==> src/verilog/cmb_defines.vh <==
`ifndef CMB_DEFINES_VH
`define CMB_DEFINES_VH

// Frame slot geometry
`define CMB_SLOT_BYTES    13
`define CMB_NUM_TXB       3
`define CMB_RANK_W        8

// Spacing between the two controller instances, in bytes
`define CMB_INST_STRIDE   12'h200

// Word indices (byte address = 4 * index) inside one instance
`define CMB_IDX_FG        7'h00
`define CMB_IDX_TXB0      7'h10
`define CMB_IDX_TXB_LAST  7'h3f
`define CMB_TXB_RANK_K    4'hd
`define CMB_IDX_RFLG      7'h40
`define CMB_IDX_TFLG      7'h41
`define CMB_IDX_TCTL      7'h42
`define CMB_IDX_MCR0      7'h43
`define CMB_IDX_STAT      7'h44

// receive_flag_reg fields
`define CMB_RFLG_RXF      0
`define CMB_RFLG_OVR      1

// transmit_flag_reg fields: empty flags low, abort acks from bit 4
`define CMB_TFLG_ACK_LSB  4

// module_control_reg0 fields
`define CMB_MCR0_LOOP     0
`define CMB_MCR0_RXIE     1
`define CMB_MCR0_OVRIE    2
`define CMB_MCR0_TXIE_LSB 4

// Reset values
`define CMB_TXE_RST       3'h7
`define CMB_MCR0_RST      7'h00
`define CMB_TX_PIN_RST    1'h1

`endif

==> src/verilog/cmb_tx_select.v <==
`timescale 1ns/1ps
`default_nettype none

// Picks the ready buffer with the lowest rank; ties go to the lower index
module cmb_tx_select #(
  parameter N      = 3,
  parameter RANK_W = 8,
  parameter IDX_W  = 2
) (
  input  wire [N-1:0]        ready,
  input  wire [N*RANK_W-1:0] ranks,
  output reg                 sel_valid,
  output reg  [IDX_W-1:0]    sel_idx
);

  wire [N-1:0] win;

  // Buffer i wins when every other ready buffer ranks worse
  genvar i, j;
  generate
    for (i = 0; i < N; i = i + 1) begin : g_cand
      wire [N-1:0] beats;
      for (j = 0; j < N; j = j + 1) begin : g_vs
        if (i == j) begin : g_self
          assign beats[j] = 1'b1;
        end else begin : g_other
          wire [RANK_W-1:0] ri = ranks[i*RANK_W +: RANK_W];
          wire [RANK_W-1:0] rj = ranks[j*RANK_W +: RANK_W];
          assign beats[j] = !ready[j] || (ri < rj) || ((ri == rj) && (i < j));
        end
      end
      assign win[i] = ready[i] && (&beats);
    end
  endgenerate

  // One-hot winner to index
  integer k;
  always @* begin
    sel_valid = 1'b0;
    sel_idx   = {IDX_W{1'b0}};
    for (k = 0; k < N; k = k + 1) begin
      if (win[k]) begin
        sel_valid = 1'b1;
        sel_idx   = k[IDX_W-1:0];
      end
    end
  end

endmodule

`default_nettype wire

==> src/verilog/cmb_msg_buffers.v <==
// Implementation choices: the APB register port and the register addresses.
`timescale 1ns/1ps
`default_nettype none
`include "cmb_defines.vh"

module cmb_msg_buffers #(
  parameter INST = 0
) (
  input  wire        clock,
  input  wire        rstn,
  input  wire        psel,
  input  wire        penable,
  input  wire        pwrite,
  input  wire [11:0] paddr,
  input  wire [31:0] pwdata,
  output reg  [31:0] prdata,
  output wire        pready,
  output wire        pslverr,
  input  wire        bus_rx_pin,
  output reg         bus_tx_pin,
  output wire        core_rx_dominant,
  input  wire        core_tx_dominant,
  input  wire        rx_byte_we,
  input  wire [3:0]  rx_byte_idx,
  input  wire [7:0]  rx_byte_data,
  input  wire        rx_frame_ok,
  input  wire        rx_accepted,
  input  wire        rx_own,
  input  wire        tx_arb_req,
  input  wire        tx_done,
  input  wire        tx_error,
  input  wire        tx_arb_lost,
  output wire        tx_sel_valid,
  output wire [1:0]  tx_sel_idx,
  output wire        tx_pending,
  input  wire [3:0]  tx_rd_idx,
  output reg  [7:0]  tx_rd_data,
  output wire        rx_irq,
  output wire        tx_irq,
  output wire        ovr_irq
);

  localparam NB = `CMB_NUM_TXB;
  localparam SB = `CMB_SLOT_BYTES;
  localparam [NB-1:0] TXE_RST = `CMB_TXE_RST;

  // Slot storage
  reg [7:0] bg_mem_ff [0:SB-1];
  reg [7:0] fg_mem_ff [0:SB-1];
  reg [7:0] tx_mem_ff [0:63];
  reg [`CMB_RANK_W-1:0] rank_ff [0:NB-1];

  // Control and status state
  reg          rx_s1_ff;
  reg          rx_s2_ff;
  reg          rxf_ff;
  reg          bg_pend_ff;
  reg          ovr_ff;
  reg [NB-1:0] txe_ff;
  reg [NB-1:0] abt_ff;
  reg [NB-1:0] ack_ff;
  reg          busy_ff;
  reg [1:0]    active_ff;
  reg [6:0]    mcr0_ff;
  reg [31:0]   rd_val;
  reg          map_ok;

  wire [6:0] word     = paddr[8:2];
  wire       inst_hit = (paddr[11:9] == INST[2:0]);
  wire       acc      = psel && penable;
  wire       wr       = acc && pwrite && map_ok;
  wire       fg_hit   = (word < SB[6:0]);
  wire       tx_hit   = (word >= `CMB_IDX_TXB0) && (word <= `CMB_IDX_TXB_LAST) &&
                        (word[3:0] <= `CMB_TXB_RANK_K);
  wire [1:0] tx_b     = word[5:4] - 2'h1;
  wire [3:0] tx_k     = word[3:0];
  wire       loop_en  = mcr0_ff[`CMB_MCR0_LOOP];

  // Zero-wait slave; unmapped or foreign-instance accesses flag an error
  assign pready  = 1'b1;
  assign pslverr = acc && !map_ok;

  // Address decode and read mux
  always @* begin
    map_ok = 1'b0;
    rd_val = 32'h0000_0000;
    if (inst_hit) begin
      if (fg_hit) begin
        map_ok = 1'b1;
        rd_val = {24'h00_0000, fg_mem_ff[word[3:0]]};
      end else if (tx_hit) begin
        map_ok = 1'b1;
        if (tx_k == `CMB_TXB_RANK_K)
          rd_val = {24'h00_0000, rank_ff[tx_b]};
        else
          rd_val = {24'h00_0000, tx_mem_ff[{tx_b, tx_k}]};
      end else begin
        case (word)
          `CMB_IDX_RFLG: begin
            map_ok = 1'b1;
            rd_val = {30'h0, ovr_ff, rxf_ff};
          end
          `CMB_IDX_TFLG: begin
            map_ok = 1'b1;
            rd_val = {25'h0, ack_ff, 1'b0, txe_ff};
          end
          `CMB_IDX_TCTL: begin
            map_ok = 1'b1;
            rd_val = {29'h0, abt_ff};
          end
          `CMB_IDX_MCR0: begin
            map_ok = 1'b1;
            rd_val = {25'h0, mcr0_ff};
          end
          `CMB_IDX_STAT: begin
            map_ok = 1'b1;
            rd_val = {28'h0, bg_pend_ff, busy_ff, active_ff};
          end
          default: begin
            map_ok = 1'b0;
            rd_val = 32'h0000_0000;
          end
        endcase
      end
    end
  end

  // Read data captured in the setup cycle, held through the access phase
  always @(posedge clock or negedge rstn) begin
    if (!rstn) begin
      prdata <= 32'h0000_0000;
    end else if (psel && !penable && !pwrite) begin
      prdata <= rd_val;
    end
  end

  // Pins: receive synchroniser and registered transmit level
  assign core_rx_dominant = !rx_s2_ff;
  always @(posedge clock or negedge rstn) begin
    if (!rstn) begin
      rx_s1_ff   <= 1'b1;
      rx_s2_ff   <= 1'b1;
      bus_tx_pin <= `CMB_TX_PIN_RST;
    end else begin
      rx_s1_ff   <= bus_rx_pin;
      rx_s2_ff   <= rx_s1_ff;
      bus_tx_pin <= !core_tx_dominant;
    end
  end

  // Receive queue events
  wire accept_evt = rx_frame_ok && rx_accepted && (!rx_own || loop_en);
  wire rxf_clr    = wr && (word == `CMB_IDX_RFLG) && pwdata[`CMB_RFLG_RXF];
  wire ovr_clr    = wr && (word == `CMB_IDX_RFLG) && pwdata[`CMB_RFLG_OVR];
  wire reload     = rxf_clr && rxf_ff && bg_pend_ff;
  wire copy_now   = (accept_evt && !rxf_ff) || reload;
  wire park_evt   = accept_evt && rxf_ff && !bg_pend_ff;
  wire ovr_evt    = accept_evt && rxf_ff && bg_pend_ff;

  // Background takes every frame's bytes unless it holds a parked frame
  always @(posedge clock) begin
    if (rx_byte_we && !bg_pend_ff && (rx_byte_idx < SB[3:0])) begin
      bg_mem_ff[rx_byte_idx] <= rx_byte_data;
    end
  end

  // Foreground copy, all bytes in one cycle
  genvar gb;
  generate
    for (gb = 0; gb < SB; gb = gb + 1) begin : g_fg
      always @(posedge clock) begin
        if (copy_now) begin
          fg_mem_ff[gb] <= bg_mem_ff[gb];
        end
      end
    end
  endgenerate

  // Receive flags; a set in the same cycle as a clear wins
  always @(posedge clock or negedge rstn) begin
    if (!rstn) begin
      rxf_ff     <= 1'b0;
      bg_pend_ff <= 1'b0;
      ovr_ff     <= 1'b0;
    end else begin
      if (copy_now)
        rxf_ff <= 1'b1;
      else if (rxf_clr)
        rxf_ff <= 1'b0;
      if (park_evt)
        bg_pend_ff <= 1'b1;
      else if (reload)
        bg_pend_ff <= 1'b0;
      if (ovr_evt)
        ovr_ff <= 1'b1;
      else if (ovr_clr)
        ovr_ff <= 1'b0;
    end
  end

  // Module control register
  always @(posedge clock or negedge rstn) begin
    if (!rstn) begin
      mcr0_ff <= `CMB_MCR0_RST;
    end else if (wr && (word == `CMB_IDX_MCR0)) begin
      mcr0_ff <= pwdata[6:0];
    end
  end

  // Transmit buffer contents, writable only while the buffer is empty
  always @(posedge clock) begin
    if (wr && tx_hit && txe_ff[tx_b]) begin
      if (tx_k == `CMB_TXB_RANK_K)
        rank_ff[tx_b] <= pwdata[`CMB_RANK_W-1:0];
      else
        tx_mem_ff[{tx_b, tx_k}] <= pwdata[7:0];
    end
  end

  // Byte fetch for the protocol engine from the active buffer
  always @(posedge clock or negedge rstn) begin
    if (!rstn) begin
      tx_rd_data <= 8'h00;
    end else begin
      tx_rd_data <= tx_mem_ff[{active_ff, tx_rd_idx}];
    end
  end

  // Selection among ready buffers
  wire                     sel_valid;
  wire [1:0]               sel_idx;
  wire [NB*`CMB_RANK_W-1:0] rank_flat = {rank_ff[2], rank_ff[1], rank_ff[0]};

  cmb_tx_select #(
    .N      (NB),
    .RANK_W (`CMB_RANK_W),
    .IDX_W  (2)
  ) u_sel (
    .ready     (~txe_ff),
    .ranks     (rank_flat),
    .sel_valid (sel_valid),
    .sel_idx   (sel_idx)
  );

  // Transmission ownership: chosen afresh at each arbitration attempt
  always @(posedge clock or negedge rstn) begin
    if (!rstn) begin
      busy_ff   <= 1'b0;
      active_ff <= 2'h0;
    end else if (busy_ff) begin
      if (tx_done || tx_error || tx_arb_lost)
        busy_ff <= 1'b0;
    end else if (tx_arb_req && sel_valid) begin
      busy_ff   <= 1'b1;
      active_ff <= sel_idx;
    end
  end

  assign tx_sel_valid = busy_ff;
  assign tx_sel_idx   = active_ff;
  assign tx_pending   = |(~txe_ff);

  // Per-buffer empty, abort request and abort acknowledge
  genvar gt;
  generate
    for (gt = 0; gt < NB; gt = gt + 1) begin : g_txb
      wire in_tx    = busy_ff && (active_ff == gt);
      wire done_i   = tx_done && in_tx;
      wire abort_ok = abt_ff[gt] && !txe_ff[gt] && !in_tx;
      wire host_clr = wr && (word == `CMB_IDX_TFLG) && pwdata[gt];
      wire abt_wr   = wr && (word == `CMB_IDX_TCTL);
      always @(posedge clock or negedge rstn) begin
        if (!rstn) begin
          txe_ff[gt] <= TXE_RST[gt];
          abt_ff[gt] <= 1'b0;
          ack_ff[gt] <= 1'b0;
        end else begin
          if (done_i || abort_ok)
            txe_ff[gt] <= 1'b1;
          else if (host_clr)
            txe_ff[gt] <= 1'b0;
          if (done_i || abort_ok || txe_ff[gt])
            abt_ff[gt] <= 1'b0;
          else if (abt_wr)
            abt_ff[gt] <= pwdata[gt];
          if (abort_ok)
            ack_ff[gt] <= 1'b1;
          else if (done_i || host_clr)
            ack_ff[gt] <= 1'b0;
        end
      end
    end
  endgenerate

  // Interrupt levels, gated by enables
  assign rx_irq  = rxf_ff && mcr0_ff[`CMB_MCR0_RXIE];
  assign ovr_irq = ovr_ff && mcr0_ff[`CMB_MCR0_OVRIE];
  assign tx_irq  = |(txe_ff & mcr0_ff[`CMB_MCR0_TXIE_LSB +: NB]);

endmodule

`default_nettype wire

==> config.mk <==
export PLATFORM = sky130hd
export DESIGN_NAME = cmb_msg_buffers
export DESIGN_NICKNAME = d
export VERILOG_FILES = /design/src/verilog/cmb_tx_select.v /design/src/verilog/cmb_msg_buffers.v
export VERILOG_INCLUDE_DIRS = /design/src /design/src/verilog
export SDC_FILE = /design/constraint.sdc
export NUM_CORES = 1
export LEC_CHECK = 0
export BUFFER_PORTS_ARGS = -buffer_cell sky130_fd_sc_hd__buf_2
export CORE_MARGIN = 3
export CORE_UTILIZATION = 45
export CTS_CLUSTER_DIAMETER = 30
export DETAILED_ROUTE_END_ITERATION = 6
export PLACE_DENSITY_LB_ADDON = 0.2
export SETUP_SLACK_MARGIN = 0.15
export SYNTH_ARGS = -nofsm -noshare
export SYNTH_HDL_FRONTEND = slang
export SYNTH_SLANG_ARGS = --single-unit
==> constraint.sdc <==
create_clock -name clock -period 8.4 [get_ports clock]
set_input_delay 1.68 -clock clock [delete_from_list [all_inputs] [get_ports clock]]
set_output_delay 1.68 -clock clock [all_outputs]
set_load 0.01 [all_outputs]
# Word level (Yosys, flattened, before mapping)
# Memory sizes are Yosys's and may differ from the RTL's. A register that Yosys moved wholly into a read port is not among the register bits.
# Index checks and enable logic that the tools add are counted.
[classes] n_lt_le_gt_ge=12 reduce_logical=108 bitwise=3 n_eq_ne=11 n_addsub=1 muxes=53
[op_table] operator="$mux W32" count=3
[op_table] operator="$lt A8 B8 Y1" count=6
[op_table] operator="$logic_and A1 B1 Y1" count=47
[op_table] operator="$mux W1" count=46
[op_table] operator="$eq A7 B7 Y1 const B" count=5
[op_table] operator="$pmux W7 S5" count=1
[op_table] operator="$eq A8 B8 Y1" count=3
[op_table] operator="$reduce_bool A2 Y1" count=12
[op_table] operator="$logic_or A1 B1 Y1" count=22
[op_table] operator="$logic_not A1 Y1" count=18
[op_table] operator="$mux W8" count=1
[op_table] operator="$reduce_and A2 Y1" count=4
[op_table] operator="$ge A7 B5 Y1 const B" count=1
[op_table] operator="$le A7 B6 Y1 const B" count=1
[op_table] operator="$lt A7 B4 Y1 const B" count=1
[op_table] operator="$reduce_or A3 Y1" count=2
[op_table] operator="$reduce_or A5 Y1" count=1
[op_table] operator="$eq A4 B4 Y1 const B" count=1
[op_table] operator="$le A4 B4 Y1 const B" count=1
[op_table] operator="$lt A4 B4 Y1 const B" count=1
[op_table] operator="$and A3 B3 Y3" count=1
[op_table] operator="$logic_not A3 Y1" count=1
[op_table] operator="$lt A2 B3 Y1 const B" count=1
[op_table] operator="$not A3 Y3" count=1
[op_table] operator="other kinds (7)" count=7
[totals] register_bits=57 ram_bits=744 out_inout_bits=51 wordCells=211 mem_count=4
[memory_table] memory="tx_mem_ff" words=64 word_bits=8 rd=2 rd_ports_with_merged_regs=1 wr=1 line_no="cmb_msg_buffers.v:50" source="reg [7:0] tx_mem_ff [0:63];"
[memory_table] memory="bg_mem_ff" words=13 word_bits=8 rd=13 rd_ports_with_merged_regs=0 wr=1 line_no="cmb_msg_buffers.v:48" source="reg [7:0] bg_mem_ff [0:SB-1];"
[memory_table] memory="fg_mem_ff" words=13 word_bits=8 rd=1 rd_ports_with_merged_regs=0 wr=13 line_no="cmb_msg_buffers.v:49" source="reg [7:0] fg_mem_ff [0:SB-1];"
[memory_table] memory="rank_ff" words=3 word_bits=8 rd=4 rd_ports_with_merged_regs=0 wr=1 line_no="cmb_msg_buffers.v:51" source="reg [`CMB_RANK_W-1:0] rank_ff [0:NB-1];"

# Longest topological paths before layout
[logic_depth] depth_word=14 depth_mapped=12 depth_no_buf=8

# Hierarchy
# Synthesis repeated with hierarchy kept, for this count alone.
[unflattened] hier_cells=1813 hier_area_um2=35360.2
[modules_own_cells] mod="cmb_msg_buffers" area_each_um2=34693.3 cells_each=1724 instances=1
[modules_own_cells] mod="cmb_tx_select" area_each_um2=666.9 cells_each=89 instances=1

# Worst setup path before layout
# Ideal clock, no wire load.
[synth_timing] path_type="input port to flip-flop" start="input rx_frame_ok" end="memory fg_mem_ff[0][0], enable pin" slack_ns=-1.524 path_stages=4 t_arrival_ns=9.214 setup_time_ns=0.710 t_required_ns=7.690 cell_sequence="nand2_1 -> a21oi_1 -> inv_1 -> o21ai_0"
[synth_lines] element="start, declared" line_no="cmb_msg_buffers.v:26" source="input wire rx_frame_ok,"
[synth_lines] element="end, declared" line_no="cmb_msg_buffers.v:49"

# Worst setup path after layout
[layout_timing] start="input paddr[5]" end="output pslverr"
[layout_via] elab_chain_len=8 elab_cells_between_ends=18 classes_between="order compare: 4; eq/ne: 5; mux: 4; reduce/logical: 5"
[layout_rtl] element="start, declared" line_no="cmb_msg_buffers.v:14" source="input wire [11:0] paddr,"
[layout_rtl] element="$ge A7 B5 Y1 (no source line), or another cell as far along"
[layout_rtl] element="$logic_and A1 B1 Y1 or $reduce_or A5 Y1 (tied branches)"
[layout_rtl] element="$logic_and A1 B1 Y1 or $mux W1 (tied branches)" line_no="cmb_msg_buffers.v:73, cmb_msg_buffers.v:98"
[layout_rtl] element="$mux W1" line_no="cmb_msg_buffers.v:91" source="end else if (tx_hit) begin"
[layout_rtl] element="$mux W1 (*)" line_no="cmb_msg_buffers.v:88" source="if (fg_hit) begin"
[layout_rtl] element="$mux W1 (*)" line_no="cmb_msg_buffers.v:87" source="if (inst_hit) begin"
[layout_rtl] element="$logic_not A1 Y1 (*)" line_no="cmb_msg_buffers.v:81" source="assign pslverr = acc && !map_ok;"
[layout_rtl] element="$logic_and A1 B1 Y1 (*)" line_no="cmb_msg_buffers.v:81"
[layout_rtl] element="end, declared" line_no="cmb_msg_buffers.v:18" source="output wire pslverr,"
# Every way passes the cells marked *; elsewhere a longest branch is shown, timed or not.

==> impl_metrics.json <==
{
  "rr_startpoint": "txe_ff[0]",
  "cts_sinks": 793,
  "cts_buffers": 161,
  "hp-class": "flip-flop to flip-flop",
  "drc": 0,
  "syn_avg_cell_area_um2": 18.92,
  "overflow": 0,
  "coreArea_um2": 77850,
  "cts_max_level": 4,
  "fin_nets": 2229,
  "critPathTopFamily": "simple AND/OR/NAND/NOR gates",
  "placed_area_um2": 37240,
  "via_count": 19750,
  "cts_buffer_depth": 3,
  "power.density_nw_per_um2": 268.8,
  "ff2ff_path_depth": 7,
  "hold_violations": 0,
  "slew_violations": 0,
  "min_path_cells": 0,
  "drtIter0Drc": 1858,
  "dpl.hpwl_um": 61140,
  "fin_crit_ns": 5.574,
  "r2r_setup_slack_ns": 5.35,
  "netlist.area_leader.share_pct": 63.46,
  "dieHeight_um": 287.2,
  "vdd_drop_max_mv": 0.2051,
  "area_delta_synth_final_pct": 20.75,
  "r2r_end": "tx_mem_ff[40][5]",
  "worstPathArrival_ns": 3.89,
  "io_pins": 126,
  "synth_area_leaders": "edfxtp_1 63%, mux4_2 19%, dfrtp_1 2.5%",
  "period_share_pct": 66.36,
  "path_buf_inv": 2,
  "tightestPinTransition_ns": 1.217,
  "crit_top_cell": "buf_2",
  "cap_violations": 0,
  "antenna_found_initial": 3,
  "cp_max_fo": 25,
  "cp-endpoint": "pslverr",
  "clock_latency_ns": 0.76,
  "yosysSeqAreaShare_pct": 66.37,
  "grt_usage_pct": 23.51,
  "p_leak_nw": 14.66,
  "hold_ws_ns": 0.3567,
  "slew_headroom_pct": 18.57,
  "crit_start": "paddr[5]",
  "post-cts-setup-buffer-count": 0,
  "wl_per_cell_um": 28.70,
  "crit_slowest_cell": "and2_1",
  "synth_seq_cells": 793,
  "crit_chain": "buf_2, and2_1, a221o_1, a31oi_1, nor2_1, buf_2",
  "cts_tree": "yes",
  "rows": 102,
  "dieArea_um2": 82480,
  "finalClockSkew_ns": 0.05475,
  "first_global_vias": 20610,
  "dpl.cell_count": 3003,
  "status": "complete, no violations",
  "synth_edf_count": 752,
  "initial_core_util_pct": 45.71,
  "first_pass_iters": 7,
  "syn-cell-area_um2": 35580,
  "cp_num_cells": 6,
  "grt_start_max_net_pins": 141,
  "drtAntennaViolNets": 0,
  "ys_types": 79,
  "criticalPathCategory": "primary input to output port",
  "pre_cts_ws_ns": 2.640,
  "power.total_mw": 11.55,
  "portBuffers": 74,
  "die_w_um": 287.2,
  "final_cells": 3302,
  "setup_violations": 0,
  "cts_resized": 0,
  "root_buffer": "clkbuf_16",
  "async_flop_share_pct": 5.170,
  "via_per_inst": 5.981,
  "cp-end-kind": "output port",
  "drive_above_1_share_pct": 31.86,
  "fin_area_um2": 42960,
  "grt_pass1_wl_um": 139000,
  "critPathLaunchType": "primary input",
  "fillers": 5984,
  "slowest_delay_ns": 0.65,
  "fin_util_pct": 55.19,
  "finalSetupTns_ns": 0,
  "max_freq_ghz": 0.1794,
  "yosysTopAreaCell": "edfxtp_1",
  "gp_congestion": 0.8493,
  "rsz0062_at_grt": "false",
  "clk_pin_slew_worst_paths_ns": 0.05,
  "syn_inst": 1881,
  "routed_wl_um": 94770,
  "cts_hold_buf": 0,
  "synth_top_flop_cell": "edfxtp_1",
  "yosysWarnings": 0,
  "crit_required_ns": 6.72,
  "setup_slack_ns": 2.826
}
## worst reg2reg max path: stages, from the launching register on
cell      delay (ns)
dfstp_2         0.66
mux2i_1         0.13
nor2_1          0.11
a31oi_1         0.06
nor3b_2         0.19
buf_4           0.29
nand3b_4        0.22
nor2_1          1.00
## cell families after synthesis
group	synth area share, %
multiplexers	21.88
adder cells (fa/ha/maj)	0.9846
buffers and inverters	2.556
other	0.02111
AO/OA/AOI/OAI	3.953
flip-flops	66.37
AND/OR/NAND/NOR	4.237
## cell type report
type / count / area, µm² / share of cell area, %
repair buffers: 103 / 665.6 / 1.549
multi-input cells: 1035 / 11540 / 26.86
clock inverters: 115 / 1608 / 3.742
diodes: 2 / 5.005 / 0.01165
well taps: 1040 / 1301 / 3.029
clock buffers: 182 / 4108 / 9.561
flip-flops and latches: 793 / 23620 / 54.97
inverters: 32 / 120.1 / 0.2796
## cells in the mapped netlist (7+ instances only)
library cell,instances
o22ai_1,18
buf_2,43
a31oi_1,13
a211oi_1,10
inv_1,30
nor3_1,17
mux4_2,302
nand3_1,20
nor2_1,91
a22oi_1,23
dfrtp_1,35
ha_1,28
mux2i_1,78
nand2b_1,15
buf_4,40
o211ai_1,9
nand2_1,61
o21ai_0,27
nand4_1,9
clkbuf_1,44
a21oi_1,36
buf_6,8
mux2_2,18
nor2b_1,18
edfxtp_1,752
and2_1,7
## sequential cells by signal, summed over array words and instances, names as in the netlist, 2 cells and up
signal      flops
abt_ff          3
ack_ff          3
bg_mem_ff     104
fg_mem_ff     104
mcr0_ff         7
prdata          8
rank_ff        32
tx_mem_ff     512
tx_rd_data      8
tx_sel_idx      2
txe_ff          3
## layer usage
layer	vias to the layer above	global-route usage [%]	routed length, µm
li1	8303	-	-
met1	10400	30.37	36890
met2	863	38.91	47580
met3	183	4.774	6749
met4	4	9.941	3456
met5	-	0.6548	92
## layout by cell type (no fill, tap or decap), drive strengths merged, types with 28 or more instances in the layout
cell / count
inv: 37
dfrtp: 35
mux2i: 78
mux4: 302
conb: 121
clkbuf: 184
buf: 101
clkinv: 69
ha: 28
edfxtp: 752
nand2: 61
a21oi: 36
o21ai: 28
nor2: 92
## how the worst min path moves through the flow
stage,startpoint,endpoint
detailed placement,rx_s1_ff,rx_s2_ff
global placement,rx_s1_ff,rx_s2_ff
finish,rx_s1_ff,rx_s2_ff
floorplan,rx_s1_ff,rx_s2_ff
global route,rx_s1_ff,rx_s2_ff
CTS,rx_s1_ff,rx_s2_ff
## power by group
part / total (mW) / switching, mW / leakage [nW] / internal, mW
sequential: 4.42 / 0.0330 / 7.33 / 4.39
combinational: 0.617 / 0.372 / 4.63 / 0.246
clock: 6.51 / 2.23 / 2.71 / 4.28
(Power assumes the default switching activity.)
